--- src/rtl/csdm_defines.vh ---
// How it works
// - a correct key opens protected writes for the next four instruction cycles
// - interrupt requests are held off while the unlock window is open
// - key register reads bit 0 as window open, bits 7:1 as zero
// - only key 0xD8 unlocks the clock select, clock divider and watchdog group
// - stack pointer is 16 bits at 0x3E/0x3D, reset to top of ram
// - status bit 7 clear blocks every interrupt
// - taking an irq clears bit 7; return, on and off instructions set or clear it
// - status bit 6 is the bit store/load transfer bit
// - sign bit 4 always equals negative xor overflow
// - half carry 5, overflow 3, negative 2, zero 1, carry 0 follow alu results
// - program memory is 16-bit words under a 9-bit counter starting at word 0
// - data address 0x4000 reads program byte address zero
// - firmware writes into program memory are dropped
// - data addresses 0-63 are i/o, the next 32 are sram
// - lock bits and mapped program memory are read only
// - pre-decrement and post-increment adjust the pointer; indirect reaches everything
// - direct accesses only reach 0x0040 to 0x00BF
// - i/o instructions reach i/o addresses 0x00 to 0x3F
// - an sram access completes in two clock cycles
// - bit set, clear and test work only on i/o 0x00 to 0x1F
// - bit set and clear touch only the addressed bit
// - an irq needs its own enable and the global enable
`ifndef CSDM_DEFINES_VH
`define CSDM_DEFINES_VH
// i/o offsets
`define CSDM_SPL_ADDR 16'h003D
`define CSDM_SPH_ADDR 16'h003E
`define CSDM_CORE_STATUS_FLAGS_ADDR 16'h003F
`define CSDM_CCP_ADDR 16'h003C
`define CSDM_CLKMS_ADDR 16'h0037
`define CSDM_CLKPS_ADDR 16'h0036
`define CSDM_WDTCS_ADDR 16'h0031
// unlock
`define CSDM_CCP_KEY 8'hD8
`define CSDM_CCP_WINDOW 3'h4
// status bit positions
`define CSDM_SR_I 7
`define CSDM_SR_T 6
`define CSDM_SR_H 5
`define CSDM_SR_S 4
`define CSDM_SR_V 3
`define CSDM_SR_N 2
`define CSDM_SR_Z 1
`define CSDM_SR_C 0
`define CSDM_CORE_STATUS_FLAGS_RST 8'h00
// data map
`define CSDM_IO_LAST 16'h003F
`define CSDM_BIT_LAST 16'h001F
`define CSDM_SRAM_FIRST 16'h0040
`define CSDM_SRAM_LAST 16'h005F
`define CSDM_DIR_FIRST 16'h0040
`define CSDM_DIR_LAST 16'h00BF
`define CSDM_PM_BASE 16'h4000
`define CSDM_PM_BYTES 16'h0400
`define CSDM_PC_W 9
`define CSDM_LOCK_ADDR 16'h3F00
`define CSDM_TOP_OF_RAM 16'h005F
// access timing
`define CSDM_ACC_CYCLES 2'h2
// access modes
`define CSDM_M_IO 3'h0
`define CSDM_M_DIRECT 3'h1
`define CSDM_M_IND 3'h2
`define CSDM_M_PREDEC 3'h3
`define CSDM_M_POSTINC 3'h4
`define CSDM_M_BIT 3'h5
// bit operations
`define CSDM_B_SET 2'h0
`define CSDM_B_CLR 2'h1
`define CSDM_B_TEST 2'h2
`endif

--- src/rtl/csdm_sysregs.v ---
`timescale 1ns/1ns
`include "csdm_defines.vh"
module csdm_sysregs #(
    parameter NIRQ = 8,
    parameter IW = 3,
    parameter [15:0] TOP_OF_RAM = `CSDM_TOP_OF_RAM,
    parameter [15:0] LOCK_ADDR = `CSDM_LOCK_ADDR
) (
    input wire clock_i,
    input wire rst_i,
    input wire acc_valid_i,
    input wire acc_write_i,
    input wire [2:0] acc_mode_i,
    input wire [15:0] acc_addr_i,
    input wire [7:0] acc_wdata_i,
    input wire [1:0] bit_op_i,
    input wire [2:0] bit_sel_i,
    input wire [15:0] ptr_i,
    output wire acc_ready_o,
    output wire [7:0] acc_rdata_o,
    output wire acc_err_o,
    output wire bit_val_o,
    output wire [15:0] ptr_o,
    output wire ptr_upd_o,
    output wire io_wr_o,
    output wire [5:0] io_addr_o,
    output wire [7:0] io_wdata_o,
    output wire [7:0] io_wmask_o,
    input wire [7:0] io_rdata_i,
    output wire [`CSDM_PC_W-1:0] pm_addr_o,
    input wire [15:0] pm_rdata_i,
    input wire [7:0] lock_bits_i,
    input wire instr_done_i,
    input wire irq_taken_i,
    input wire return_from_irq_instr_i,
    input wire sei_i,
    input wire cli_i,
    input wire bst_i,
    input wire bst_val_i,
    input wire [4:0] alu_mask_i,
    input wire [4:0] alu_flags_i,
    input wire sp_step_i,
    input wire sp_up_i,
    input wire sp_two_i,
    input wire [NIRQ-1:0] irq_flag_i,
    input wire [NIRQ-1:0] irq_en_i,
    output wire irq_req_o,
    output wire [IW-1:0] irq_idx_o,
    output wire [15:0] sp_o,
    output wire [7:0] status_o,
    output wire unlock_o
);

localparam S_IDLE = 1'b0;
localparam S_BUSY = 1'b1;

reg state_q;
reg [1:0] wait_q;
reg [15:0] ea_q;
reg rd_q;
reg err_q;
reg test_q;
reg [2:0] bsel_q;
reg [15:0] ptr_new_q;
reg ptr_adj_q;
reg ready_q;
reg [7:0] rdata_q;
reg bit_val_q;
reg [15:0] ptr_q;
reg ptr_upd_q;
reg io_wr_q;
reg [5:0] io_addr_q;
reg [7:0] io_wdata_q;
reg [7:0] io_wmask_q;
reg [`CSDM_PC_W-1:0] pm_addr_q;
reg irq_req_q;
reg [IW-1:0] irq_idx_q;
reg [15:0] sp_q;
reg [15:0] sp_d;
reg [7:0] core_status_flags_q;
reg [7:0] core_status_flags_d;
reg [2:0] win_q;
reg [2:0] win_d;
reg [7:0] mem_q [0:31];

////////////////////////////////////////////////////////////////////////////
// address formation and range checks

wire [15:0] ptr_dec = ptr_i - 16'h0001;
wire [15:0] ptr_inc = ptr_i + 16'h0001;
reg [15:0] ea;
reg ok;

// each mode has its own reach; out-of-reach requests answer with an error
always @* begin
    ea = acc_addr_i;
    ok = 1'b1;
    case (acc_mode_i)
        `CSDM_M_IO: begin
            ea = {10'h000, acc_addr_i[5:0]};
            ok = (acc_addr_i <= `CSDM_IO_LAST);
        end
        `CSDM_M_DIRECT: begin
            ok = (acc_addr_i >= `CSDM_DIR_FIRST) && (acc_addr_i <= `CSDM_DIR_LAST);
        end
        `CSDM_M_IND: begin
            ea = ptr_i;
        end
        `CSDM_M_PREDEC: begin
            ea = ptr_dec;
        end
        `CSDM_M_POSTINC: begin
            ea = ptr_i;
        end
        `CSDM_M_BIT: begin
            ea = {11'h000, acc_addr_i[4:0]};
            ok = (acc_addr_i <= `CSDM_BIT_LAST);
        end
        default: begin
            ok = 1'b0;
        end
    endcase
end

// region decode of the effective address
wire is_io = (ea <= `CSDM_IO_LAST);
wire is_sram = (ea >= `CSDM_SRAM_FIRST) && (ea <= `CSDM_SRAM_LAST);
wire [15:0] pm_off = ea - `CSDM_PM_BASE;
wire is_pm = (ea >= `CSDM_PM_BASE) && (pm_off < `CSDM_PM_BYTES);
wire is_prot = (ea == `CSDM_CLKMS_ADDR) || (ea == `CSDM_CLKPS_ADDR)
    || (ea == `CSDM_WDTCS_ADDR);
wire is_bit = (acc_mode_i == `CSDM_M_BIT);
wire bit_wr = is_bit && (bit_op_i != `CSDM_B_TEST);

wire take = acc_valid_i && (state_q == S_IDLE) && !ready_q;
wire wr_take = take && ok && acc_write_i && !is_bit;
wire wr_spl = wr_take && (ea == `CSDM_SPL_ADDR);
wire wr_sph = wr_take && (ea == `CSDM_SPH_ADDR);
wire wr_core_status_flags = wr_take && (ea == `CSDM_CORE_STATUS_FLAGS_ADDR);
wire wr_ccp = wr_take && (ea == `CSDM_CCP_ADDR);
wire internal = (ea == `CSDM_SPL_ADDR) || (ea == `CSDM_SPH_ADDR)
    || (ea == `CSDM_CORE_STATUS_FLAGS_ADDR) || (ea == `CSDM_CCP_ADDR);
// protected targets only pass while the window is open
wire prot_ok = !is_prot || (win_q != 3'h0);
wire ext_wr = take && ok && is_io && !internal && prot_ok
    && ((acc_write_i && !is_bit) || bit_wr);

////////////////////////////////////////////////////////////////////////////
// next values of the unlock window, status and stack pointer

always @* begin
    win_d = win_q;
    if (wr_ccp && (acc_wdata_i == `CSDM_CCP_KEY)) begin
        win_d = `CSDM_CCP_WINDOW;
    end else if (instr_done_i && (win_q != 3'h0)) begin
        win_d = win_q - 3'h1;
    end
end

// later lines override earlier ones: hardware events beat software writes
always @* begin
    core_status_flags_d = core_status_flags_q;
    if (wr_core_status_flags) begin
        core_status_flags_d = acc_wdata_i;
    end
    if (alu_mask_i[4]) begin
        core_status_flags_d[`CSDM_SR_H] = alu_flags_i[4];
    end
    if (alu_mask_i[3]) begin
        core_status_flags_d[`CSDM_SR_V] = alu_flags_i[3];
    end
    if (alu_mask_i[2]) begin
        core_status_flags_d[`CSDM_SR_N] = alu_flags_i[2];
    end
    if (alu_mask_i[1]) begin
        core_status_flags_d[`CSDM_SR_Z] = alu_flags_i[1];
    end
    if (alu_mask_i[0]) begin
        core_status_flags_d[`CSDM_SR_C] = alu_flags_i[0];
    end
    if (bst_i) begin
        core_status_flags_d[`CSDM_SR_T] = bst_val_i;
    end
    if (sei_i || return_from_irq_instr_i) begin
        core_status_flags_d[`CSDM_SR_I] = 1'b1;
    end
    if (cli_i || irq_taken_i) begin
        core_status_flags_d[`CSDM_SR_I] = 1'b0;
    end
    // sign is derived, never stored from software
    core_status_flags_d[`CSDM_SR_S] = core_status_flags_d[`CSDM_SR_N] ^ core_status_flags_d[`CSDM_SR_V];
end

// software byte writes win over a push or pop in the same cycle
always @* begin
    sp_d = sp_q;
    if (wr_spl || wr_sph) begin
        if (wr_spl) begin
            sp_d[7:0] = acc_wdata_i;
        end
        if (wr_sph) begin
            sp_d[15:8] = acc_wdata_i;
        end
    end else if (sp_step_i) begin
        if (sp_up_i) begin
            sp_d = sp_q + (sp_two_i ? 16'h0002 : 16'h0001);
        end else begin
            sp_d = sp_q - (sp_two_i ? 16'h0002 : 16'h0001);
        end
    end
end

////////////////////////////////////////////////////////////////////////////
// interrupt gating and priority

wire [NIRQ-1:0] live = irq_flag_i & irq_en_i;
reg [IW-1:0] pick;
integer k;

// lowest index wins, so scan downward
always @* begin
    pick = {IW{1'b0}};
    for (k = NIRQ - 1; k >= 0; k = k - 1) begin
        if (live[k]) begin
            pick = k[IW-1:0];
        end
    end
end

// next-state terms close the gap when the window opens or cli lands
wire irq_go = (|live) && core_status_flags_d[`CSDM_SR_I] && !cli_i
    && (win_d == 3'h0);

always @(posedge clock_i) begin
    if (rst_i) begin
        irq_req_q <= 1'b0;
        irq_idx_q <= {IW{1'b0}};
        win_q <= 3'h0;
        core_status_flags_q <= `CSDM_CORE_STATUS_FLAGS_RST;
        sp_q <= TOP_OF_RAM;
    end else begin
        irq_req_q <= irq_go;
        irq_idx_q <= pick;
        win_q <= win_d;
        core_status_flags_q <= core_status_flags_d;
        sp_q <= sp_d;
    end
end

////////////////////////////////////////////////////////////////////////////
// sram storage; data content has no reset

always @(posedge clock_i) begin
    if (wr_take && is_sram) begin
        mem_q[ea[4:0]] <= acc_wdata_i;
    end
end

////////////////////////////////////////////////////////////////////////////
// access sequencer: take, wait, answer

reg [7:0] rd_mux;

// program memory, lock bits and unmapped space take no write at all
always @* begin
    rd_mux = 8'h00;
    if (ea_q == `CSDM_CCP_ADDR) begin
        rd_mux = {7'h00, (win_q != 3'h0)};
    end else if (ea_q == `CSDM_SPL_ADDR) begin
        rd_mux = sp_q[7:0];
    end else if (ea_q == `CSDM_SPH_ADDR) begin
        rd_mux = sp_q[15:8];
    end else if (ea_q == `CSDM_CORE_STATUS_FLAGS_ADDR) begin
        rd_mux = core_status_flags_q;
    end else if (ea_q <= `CSDM_IO_LAST) begin
        rd_mux = io_rdata_i;
    end else if ((ea_q >= `CSDM_SRAM_FIRST) && (ea_q <= `CSDM_SRAM_LAST)) begin
        rd_mux = mem_q[ea_q[4:0]];
    end else if ((ea_q >= `CSDM_PM_BASE) && (ea_q - `CSDM_PM_BASE < `CSDM_PM_BYTES)) begin
        rd_mux = ea_q[0] ? pm_rdata_i[15:8] : pm_rdata_i[7:0];
    end else if (ea_q == LOCK_ADDR) begin
        rd_mux = lock_bits_i;
    end
end

always @(posedge clock_i) begin
    if (rst_i) begin
        state_q <= S_IDLE;
        wait_q <= 2'h0;
        ea_q <= 16'h0000;
        rd_q <= 1'b0;
        err_q <= 1'b0;
        test_q <= 1'b0;
        bsel_q <= 3'h0;
        ptr_new_q <= 16'h0000;
        ptr_adj_q <= 1'b0;
        ready_q <= 1'b0;
        rdata_q <= 8'h00;
        bit_val_q <= 1'b0;
        ptr_q <= 16'h0000;
        ptr_upd_q <= 1'b0;
        io_wr_q <= 1'b0;
        io_addr_q <= 6'h00;
        io_wdata_q <= 8'h00;
        io_wmask_q <= 8'h00;
        pm_addr_q <= {`CSDM_PC_W{1'b0}};
    end else begin
        ready_q <= 1'b0;
        ptr_upd_q <= 1'b0;
        io_wr_q <= ext_wr;
        case (state_q)
            S_IDLE: begin
                if (take) begin
                    state_q <= S_BUSY;
                    wait_q <= `CSDM_ACC_CYCLES - 2'h1;
                    ea_q <= ea;
                    rd_q <= !acc_write_i && !is_bit;
                    err_q <= !ok;
                    test_q <= is_bit && (bit_op_i == `CSDM_B_TEST);
                    bsel_q <= bit_sel_i;
                    ptr_new_q <= (acc_mode_i == `CSDM_M_PREDEC) ? ptr_dec : ptr_inc;
                    ptr_adj_q <= (acc_mode_i == `CSDM_M_PREDEC)
                        || (acc_mode_i == `CSDM_M_POSTINC);
                    if (is_io) begin
                        io_addr_q <= ea[5:0];
                    end
                    if (is_pm) begin
                        pm_addr_q <= pm_off[`CSDM_PC_W:1];
                    end
                    // bit ops write a one-hot mask so flags beside it stay put
                    if (bit_wr) begin
                        io_wmask_q <= 8'h01 << bit_sel_i;
                        io_wdata_q <= (bit_op_i == `CSDM_B_SET) ? 8'hFF : 8'h00;
                    end else begin
                        io_wmask_q <= 8'hFF;
                        io_wdata_q <= acc_wdata_i;
                    end
                end
            end
            S_BUSY: begin
                if (wait_q <= 2'h1) begin
                    state_q <= S_IDLE;
                    ready_q <= 1'b1;
                    rdata_q <= (rd_q && !err_q) ? rd_mux : 8'h00;
                    bit_val_q <= test_q && !err_q && io_rdata_i[bsel_q];
                    if (ptr_adj_q) begin
                        ptr_q <= ptr_new_q;
                        ptr_upd_q <= 1'b1;
                    end
                end else begin
                    wait_q <= wait_q - 2'h1;
                end
            end
            default: begin
                state_q <= S_IDLE;
            end
        endcase
    end
end

// error flag follows the captured request into the answer cycle
reg err_out_q;

always @(posedge clock_i) begin
    if (rst_i) begin
        err_out_q <= 1'b0;
    end else begin
        err_out_q <= (state_q == S_BUSY) && (wait_q <= 2'h1) && err_q;
    end
end

////////////////////////////////////////////////////////////////////////////
// outputs, all straight from flops except unlock_o, decoded from win_q

assign acc_ready_o = ready_q;
assign acc_rdata_o = rdata_q;
assign acc_err_o = err_out_q;
assign bit_val_o = bit_val_q;
assign ptr_o = ptr_q;
assign ptr_upd_o = ptr_upd_q;
assign io_wr_o = io_wr_q;
assign io_addr_o = io_addr_q;
assign io_wdata_o = io_wdata_q;
assign io_wmask_o = io_wmask_q;
assign pm_addr_o = pm_addr_q;
assign irq_req_o = irq_req_q;
assign irq_idx_o = irq_idx_q;
assign sp_o = sp_q;
assign status_o = core_status_flags_q;
assign unlock_o = (win_q != 3'h0);

endmodule

--- config.mk ---
export PLATFORM = sky130hd
export DESIGN_NAME = csdm_sysregs
export DESIGN_NICKNAME = d
export VERILOG_FILES = /design/src/rtl/csdm_sysregs.v
export VERILOG_INCLUDE_DIRS = /design/src /design/src/rtl
export SDC_FILE = /design/constraint.sdc
export NUM_CORES = 1
export LEC_CHECK = 0
export BUFFER_PORTS_ARGS = -buffer_cell sky130_fd_sc_hd__buf_2
export CORE_MARGIN = 2
export CORE_UTILIZATION = 53
export DETAILED_ROUTE_END_ITERATION = 6
export HOLD_SLACK_MARGIN = 0.1
export PLACE_DENSITY = 0.76
export SYNTH_ARGS = -nofsm -noshare
export SYNTH_HDL_FRONTEND = slang
export SYNTH_SLANG_ARGS = --single-unit
export TNS_END_PERCENT = 10
--- constraint.sdc ---
create_clock -name clock_i -period 4.45 [get_ports clock_i]
set_input_delay 0.445 -clock clock_i [delete_from_list [all_inputs] [get_ports clock_i]]
set_output_delay 0.445 -clock clock_i [all_outputs]
set_load 0.05 [all_outputs]
==> results of run 1 <==
[critical path, cell delays in order]
cell and delay, ns:
buf_2 0.15, inv_1 0.07, ha_1 0.21, or3b_1 0.44
o41a_1 0.42, a41o_1 0.20, a222oi_1 0.45, nand4b_2 0.23
or2_2 0.40, nor4_4 0.43, nand2_1 0.11, buf_4 0.22
nor2_1 0.19, buf_4 0.20
[cell usage in the layout (no fill, tap or decap), types with 41 or more instances in the layout]
cell type  count
nor2_1       154
dfxtp_1      136
clkbuf_16     41
nand2_1      112
mux4_2        81
nor3_1        49
o21ai_0       41
edfxtp_1     256
buf_4         84
buf_2        207
a21oi_1       72
mux2i_1       58
[state kept, by name, indices dropped and copies added (netlist names), 2 cells and up, named ones only]
| register | cells |
|---|---|
| ptr_new_q | 16 |
| ptr_o | 16 |
| irq_idx_o | 3 |
| status_o | 8 |
| wait_q | 2 |
| io_addr_o | 6 |
| bsel_q | 3 |
| io_wmask_o | 8 |
| win_q | 3 |
| io_wdata_o | 8 |
| sp_o | 16 |
| pm_addr_o | 9 |
| acc_rdata_o | 8 |
| mem_q | 256 |
| ea_q | 16 |
[stage by stage]
step / cells / hold WS [ns]
2_1_floorplan: 1384 / 0.431
3_3_place_gp: 2042 / 0.439
3_5_place_dp: 2042 / 0.444
4_1_cts: 2121 / 0.113
5_1_grt: 2121 / 0.122
6_report: 2121 / 0.120
[layer usage]
layer	part of all wire (%)	track usage [%]	wire, um
met4	3.6	10.6	1810
met3	11	7.04	5470
met1	38	37.6	19400
met2	47	46.0	23800
met5	0	0	0
[Yosys cell counts (8+ instances only)]
cell	n	area share (%)
xor2_1	14	0.69
inv_1	20	0.42
a22o_1	10	0.49
xnor2_1	16	0.79
mux2i_1	58	3.3
nand3_1	16	0.45
ha_1	20	1.4
edfxtp_1	256	43
o31ai_1	8	0.34
nor2_1	154	3.2
a21oi_1	72	2.0
mux4_2	81	10
dfxtp_1	138	16
clkbuf_1	57	1.2
nand2_1	112	2.4
a21o_1	8	0.34
nor3b_1	8	0.34
nor4_1	11	0.39
a311oi_1	10	0.49
a211oi_1	38	1.6
nor3_1	50	1.4
buf_1	12	0.25
a221oi_1	9	0.44
o211ai_1	9	0.38
o21ai_0	41	1.2
[logic make-up (layout without fill, tap and decap cells)]
| kind of cell | count (synthesis) | count (layout) |
|---|---|---|
| simple gates | 429 | 429 |
| buf+inv | 101 | 390 |
| xor+xnor | 30 | 30 |
| fa+ha+maj | 21 | 21 |
| flops | 394 | 394 |
| compound gates | 261 | 261 |
| mux | 148 | 148 |
[final cells by class]
class	instances	area, um^2
fill	2454	12200
clock inverter	23	264
inverter	20	75.1
multi-input combinational	889	6940
sequential	394	10500
tap	448	561
clock buffer	53	1120
timing repair buffer	294	1700
[worst max path at each step]
| stage | start | cells past startpoint | endpoint |
|---|---|---|---|
| 3_5_place_dp | ptr_i[0] | 14 | mem_q[25][6] |
| 5_1_grt | ptr_i[0] | 14 | mem_q[5][2] |
| 6_report | ptr_i[0] | 14 | mem_q[5][3] |
| 3_3_place_gp | ptr_i[0] | 14 | mem_q[5][7] |
| 4_1_cts | ptr_i[0] | 14 | mem_q[5][3] |
| 2_1_floorplan | ptr_i[1] | 12 | mem_q[11][0] |
[power by group through the flow]
stage	combinational, mW	clock [mW]	sequential, mW
after floorplan	0.817	0	4.29
after global placement	1.40	0	4.17
after detailed placement	1.41	0	4.17
after CTS	1.43	3.52	4.09
after global routing	1.55	3.67	4.10
final	1.45	3.49	4.09
==> flow_summary.toml, run 1 <==
[sta]
rsz0062_at_grt = "no"
fin_tns_setup_ns = 0
setup_slack_ns = 0.548
skew_ns = 0.0168
worstMarginPinSlew_ns = 1.24
drv_slew = 0
setup_viol = 0
finalHoldViolCount = 0
finalCritPeriodShare_pct = 87.7
post-route-min-period_ns = 3.90
max_slew_margin_pct = 16.5
fmax_mhz = 256

[synth]
synth-simple-area-share_pct = 11.6
synth_compound_gate_area_share_pct = 10.0
synthXorXnorAreaFrac_pct = 1.48
ys_types = 80
syn_nets = 1525
synthCells = 1384
avgSynthCellArea_um2 = 12.9
yosys_warnings = 0
synth_seq_cells = 394
synth_area_um2 = 17800
ys.flop_type = "edfxtp_1"
synth_top_family_by_area = "multiplexers"
synth-edff-count = 256
synth_fa_ha_area_share_pct = 1.52
yosysSeqAreaShare_pct = 58.7
muxShareOfSynthArea_pct = 14.3
async_reset_ff_share_pct = 0

[placed_design]
place_area_um2 = 19700
numPortBuffers = 208
place_congestion = 0.942
place_ws_ns = 0.0439
dpl.hpwl_mm = 34.5

[power]
p_int_mw = 6.55
clkPwrFrac_pct = 38.6
power_mw = 9.03
p_switching_mw = 2.48
power_density_nw_per_um2 = 428
combPwrFrac_pct = 16.0
seqPwrFrac_pct = 45.3
p_leak_nw = 7.74
peakVddDrop_mv = 0.271
switching_share_pct = 27.5

[global_route]
grt_overflow = 0
grt_pass1_wl_mm = 75.7
grt.total_usage_pct = 28.5
antenna_found_initial = 1
grt_max_degree = 100
grt_pass1_vias = 12500

[drt]
ant_nets = 0
first_pass_iters = 6
post_drt_wl_per_cell_um = 23.8
wl_mm = 50.5
vias = 13200
vias_per_cell = 6.21
drt_iter0_drc = 1478
drcViolationCount = 0

[floorplan]
core_area_um2 = 33300
ios = 209
die_w_um = 187
start_util_pct = 53.5
rows = 67
fp.dieH_um = 187
die_area_um2 = 35100

[clock_network]
cts_num_sinks = 394
hold_buffers = 3
cts.path.max_buffers = 3
cts_tree = "yes"
cts_buffers = 41
cts.clk_slew.worst_paths_ns = 0.06
htree_num_levels = 2
clock_latency_ns = 0.55
root_buffer = "clkbuf_16"
cts_resized = 0
cts_setup_buffers = 0

[critical_path]
regToRegEndpoint = "irq_req_o"
worstSetupPathType = "input port to flip-flop"
rr_worst_depth = 7
crit_required_ns = 4.70
arrival_ns = 4.15
worst_setup_path_start_kind = "input port"
crit_path_max_fanout = 9
ff2ff_setup_slack_ns = 1.09
cp-end-kind = "flip-flop"
r2r-start = "state_q"

[run_status]
outcome = "completed"

[final_layout]
utilization_pct = 63.4
finalInstanceArea_um2 = 21100
final_nets = 1781
area_growth_pct = 18.6
antenna_cells = 0
drive_above_1_share_pct = 28.4

[hold_path]
hold_depth = 2
hold_path_end = "status_o[7]"
hp-start = "irq_taken_i"
hold_class = "input port to flip-flop"

[flow_run]
cap_violations = 0
Note: power is estimated with default switching activity, not from simulation.
==> inputs of run 2 (changes only) <==
Settings changed: ABC_AREA set to 1.
==> flow_summary.toml, run 2 <==
[critical_path]
crit_chain = "buf_2 -> inv_1 -> ha_1 -> nand2_2 -> nor2_1 -> nand2_1 -> nand3_1 -> nand2_1 -> nor2_2 -> nand2_1 -> nor2_1 -> nand2_2 -> nor3_1 -> nand2_1 -> nor2_1"
worstSetupPathType = "input port to flip-flop"
path_common_cell = "nand2_1"
cp-end-kind = "flip-flop"
cp_top_family = "simple AND/OR/NAND/NOR gates"
crit_path_max_fanout = 8
arrival_ns = 3.42
crit_required_ns = 4.60
worst_setup_path_start_kind = "input port"
crit_start = "ptr_i[0]"
cpMaxStageDelayCell = "nor2_1"
r2r-start = "ea_q[0]"
cpPeakStageDelay_ns = 0.67
critPathBufInv = 2

[final_layout]
largest_reg_flops = 256
fillCellCount = 2963
area_growth_pct = 15.5
antenna_cells = 0
drive_above_1_share_pct = 15.4
layout_commonest_cell = "nand2_1"
utilization_pct = 61.7
layout_common_cells = "426 x nand2_1, 268 x inv_1, 256 x edfxtp_1"
final_nets = 2507
instances_no_fill = 2857

[floorplan]
rows = 69
fp.dieH_um = 193
die_area_um2 = 37100
die_w_um = 193
ios = 209
core_area_um2 = 35300
start_util_pct = 53.4

[sta]
fin_tns_setup_ns = 0
fmax_mhz = 307
post-route-min-period_ns = 3.26
worstMarginPinSlew_ns = 1.09
finalHoldViolCount = 0
timing.hold.ws_ns = 0.125
skew_ns = 0.0147
setup_viol = 0
drv_slew = 0
rsz0062_at_grt = "no"
max_slew_margin_pct = 26.5
finalCritPeriodShare_pct = 73.3

[synth]
synth_seq_cells = 394
yosys-top-cells-area = "edfxtp_1 41%, dfxtp_1 15%, nand2_1 8.5%"
syn_nets = 2304
synth_top_area_cell = "edfxtp_1"
synthCells = 2163
synth_area_um2 = 18900
yosysTopAreaCellShare_pct = 40.7
async_reset_ff_share_pct = 0
yosys_warnings = 0
yosysSeqAreaShare_pct = 55.4
ys_types = 44
synth-edff-count = 256
ys_top_cells_by_count = "426 x nand2_1, 270 x inv_1, 256 x edfxtp_1, 206 x nand3_1, 186 x nor2_1"
synth.most_common_cell = "nand2_1"
ys.flop_type = "edfxtp_1"
avgSynthCellArea_um2 = 8.72

[placed_design]
place_congestion = 0.996
dpl.hpwl_mm = 38.6
numPortBuffers = 208
dpl.cell_count = 2784

[power]
p_leak_nw = 9.52
power_density_nw_per_um2 = 402
peakVddDrop_mv = 0.238

[clock_network]
root_buffer = "clkbuf_16"
clock_latency_ns = 0.53
cts_num_sinks = 394
cts.clk_slew.worst_paths_ns = 0.06
cts_buffers = 41
hold_buffers = 0
cts.path.max_buffers = 3
cts_setup_buffers = 0
cts_tree = "yes"
cts_resized = 0
htree_num_levels = 2

[drt]
drcViolationCount = 0
wl_mm = 55.0
post_drt_wl_per_cell_um = 19.3
drt_iter0_drc = 1693
vias = 16400
ant_nets = 0
first_pass_iters = 7
vias_per_cell = 5.73

[hold_path]
hp-start = "irq_en_i[1]"
hold_class = "input port to flip-flop"

[global_route]
antenna_found_initial = 2
grt.total_usage_pct = 29.7
grt_pass1_vias = 15600
grt_overflow = 0
grt_pass1_wl_mm = 84.7
grt_max_degree = 82

[flow_run]
cap_violations = 0

[run_status]
outcome = "completed"
## run 2: cell count changes in the layout (fill, tap and decap cells not counted), sizes merged, moves of 12 or more
cell    before  now
nand2      112  436
inv         25  276
nand3       16  210
o21ai       41  154
a21oi       73  176
mux4        81    0
o211ai      11   69
nor2       154  197
a211oi      38    5
buf        291  258
mux2i       60   27
nor3        51   24
xnor2       16    4
## run 2: cells by family after synthesis
logic type               Yosys count  share of synthesized area (%)
AND/OR/NAND/NOR                  905                           20.7
AO/OA/AOI/OAI                    421                           12.5
flip-flops                       394                           55.4
buffers and inverters            374                           7.61
multiplexers                      27                           1.43
XOR/XNOR                          21                          0.975
adder cells (fa/ha/maj)           21                           1.43
## run 2: report_power, final
group	internal (mW)	switching [mW]	total, mW
sequential	3.97	0.0993	4.07
combinational	0.397	0.930	1.33
clock	1.97	1.40	3.37
## run 2: worst paths after layout
check / to / depth (start not counted) / slack, ns
setup / recovery: mem_q[22][1] / 15 / 1.19
hold / removal: irq_idx_o[1] / 2 / 0.13
setup reg to reg: acc_rdata_o[6] / 11 / 1.51
hold reg to reg: io_addr_o[3] / 2 / 0.47
## run 2: metrics by stage
step,instance area [um^2],power (mW),setup WS (ns)
floorplan,18900,5.02,1.60
global placement,20500,5.43,0.789
detailed placement,20500,5.45,0.665
CTS,21800,8.78,1.22
global route,21800,9.08,0.920
finish,21800,8.76,1.19
## run 2: routing by layer
| layer | track usage, % | wire length, um | vias to the layer above | part of all wire [%] |
|---|---|---|---|---|
| met5 | 0 | 22 | - | 0.040 |
| met2 | 48.7 | 25800 | 841 | 47 |
| li1 | - | - | 7696 | - |
| met4 | 10.7 | 1920 | 4 | 3.5 |
| met1 | 38.9 | 22400 | 7689 | 41 |
| met3 | 6.33 | 4950 | 132 | 9.0 |
## run 2: layout make-up
type | count | area (um^2) | share of cell area (%)
flip-flops and latches | 394 | 10500 | 48.0
clock buffers | 57 | 1140 | 5.23
inverters | 276 | 1040 | 4.75
multi-input cells | 1395 | 6990 | 32.1
clock inverters | 16 | 165 | 0.758
repair buffers | 258 | 1430 | 6.56
well taps | 461 | 577 | 2.65
==> inputs of run 3 (changes only) <==
Settings changed: ABC_AREA 1 to 0, CORE_UTILIZATION 53 to 59, PLACE_DENSITY 0.76 to 0.81.
Clock period 4.45 ns to 3.3 ns, I/O delays scaled along.
==> flow_summary.toml, run 3 (synthesized netlist as in run 1, its figures left out) <==
[run_status]
outcome = "finished, violations left"
violations = "negative setup slack"

[floorplan]
ios = 209
rows = 63
die_w_um = 178
start_util_pct = 60.1
fp.dieH_um = 178
core_area_um2 = 29600
die_area_um2 = 31600

[critical_path]
crit_required_ns = 3.53
rr_worst_depth = 8
cp-end-kind = "flip-flop"
ff2ff_setup_slack_ns = 0.28
worstSetupPathType = "input port to flip-flop"
cpMaxStageDelayCell = "or4_4"
cp_top_family = "simple AND/OR/NAND/NOR gates"
arrival_ns = 3.55
critPathBufInv = 5
worst_setup_path_start_kind = "input port"
crit_chain = "buf_6 -> or4_4 -> o41a_1 -> a41o_1 -> a222oi_1 -> buf_4 -> nand4b_4 -> buf_6 -> or2_4 -> nor4_4 -> buf_6 -> nand3_4 -> buf_12 -> nor2_4"
crit_cells = 14
path_common_cell = "buf_6"
cpPeakStageDelay_ns = 0.53
crit_path_max_fanout = 8

[power]
power_density_nw_per_um2 = 558
p_leak_nw = 8.13
peakVddDrop_mv = 0.362

[clock_network]
root_buffer = "clkbuf_16"
cts.clk_slew.worst_paths_ns = 0.06
cts.path.max_buffers = 3
cts_num_sinks = 394
htree_num_levels = 2
cts_buffers = 41
cts_tree = "yes"
clock_latency_ns = 0.55

[final_layout]
finalInstanceArea_um2 = 22100
layout_commonest_cell = "edfxtp_1"
utilization_pct = 74.6
layout_common_cells = "256 x edfxtp_1, 205 x buf_2, 136 x dfxtp_1"
area_growth_pct = 24.2
drive_above_1_share_pct = 33.1
largest_reg_flops = 256
final_nets = 1845

[sta]
rsz0062_at_grt = "yes"
setup_slack_ns = -0.0178
drv_slew = 0
worstMarginPinSlew_ns = 0.815
post-route-min-period_ns = 3.32
fmax_mhz = 301
max_slew_margin_pct = 45.6
skew_ns = 0.0194
finalCritPeriodShare_pct = 101
setup_viol = 8
fin_tns_setup_ns = -0.137
finalHoldViolCount = 0

[global_route]
grt_pass1_vias = 13600
grt_max_degree = 74
grt_overflow = 0
grt_pass1_wl_mm = 83.8
antenna_found_initial = 2
grt.total_usage_pct = 35.9

[drt]
drt_iter0_drc = 2133
drcViolationCount = 0
vias_per_cell = 6.69
ant_nets = 0
first_pass_iters = 6
vias = 14200
post_drt_wl_per_cell_um = 26.4
wl_met1_mm = 20.2
dr_wl_met3_mm = 7.22
top_layer = "met5"
wl_mm = 56.1
met2_length_mm = 26.0

[placed_design]
place_area_um2 = 20400
place_ws_ns = -0.707
dpl.hpwl_mm = 37.2
place_congestion = 0.970
numPortBuffers = 208

[hold_path]
hold_depth = 3
hold_class = "input port to flip-flop"

[flow_run]
cap_violations = 0
## run 3: cell types whose count changed in the layout (fill, tap and decap cells not counted), moves of 27 or more
cell      change
nand2_1     -317
buf_4        +74
a21oi_1     -105
inv_1       -250
nor2_1       -65
o211ai_1     -58
mux4_2       +81
nor2_4       +28
nand3_1     -191
mux2i_1      +31
o21ai_0     -115
nor3_1       +27
a211oi_1     +31
## run 3: path summary, 6_finish.rpt
check | start | to
worst max-delay path | ptr_i[10] | mem_q[27][6]
worst min-delay path | bit_sel_i[1] | bsel_q[1]
worst max register to register | flip-flop | acc_rdata_o[3]
worst min register to register | ptr_new_q[7] | ptr_new_q[7]
## run 3: where the power goes
part           total (mW)  switching [mW]  internal [mW]
sequential           5.52           0.149           5.37
combinational        2.18            1.36          0.815
clock                4.65            1.97           2.68
## run 3: metal layers
layer,vias up,global-route usage (%)
li1,6002,-
met1,6846,48.1
met2,1160,56.9
met3,223,8.48
met4,2,14.8
met5,-,0
## run 3: timing repair
action / 4_1_cts / 5_1_grt
hold buffers: 13 / 0
hold endpoints to repair: 8 / 0
pin swaps: 15 / 10
resized for setup: 17 / 15
setup endpoints to repair: 260 / 286
setup buffers: 8 / 3
## run 3: worst register-to-register path: cells and delay by family (launching register included)
family / cells / cell delay, ns
AO/OA/AOI/OAI: 2 / 0.40
buffers and inverters: 2 / 0.52
flip-flops: 1 / 0.56
multiplexers: 3 / 1.31
AND/OR/NAND/NOR: 1 / 0.11
## run 3: layout make-up
class,instances,area (um^2)
fill,1834,7530
clock buffer,59,1190
tap,390,488
sequential,394,10500
antenna,1,2.50
clock inverter,16,159
timing repair buffer,358,2360
multi-input combinational,889,7370
inverter,20,90.1
## run 3: through the flow
step	hold slack (ns)	power [mW]	cells
3_5_place_dp	0.445	7.67	2027
6_report	0.119	12.3	2127
5_1_grt	0.138	12.7	2127
4_1_cts	0.102	12.3	2123
3_3_place_gp	0.438	7.62	2027
2_1_floorplan	0.414	6.91	1384
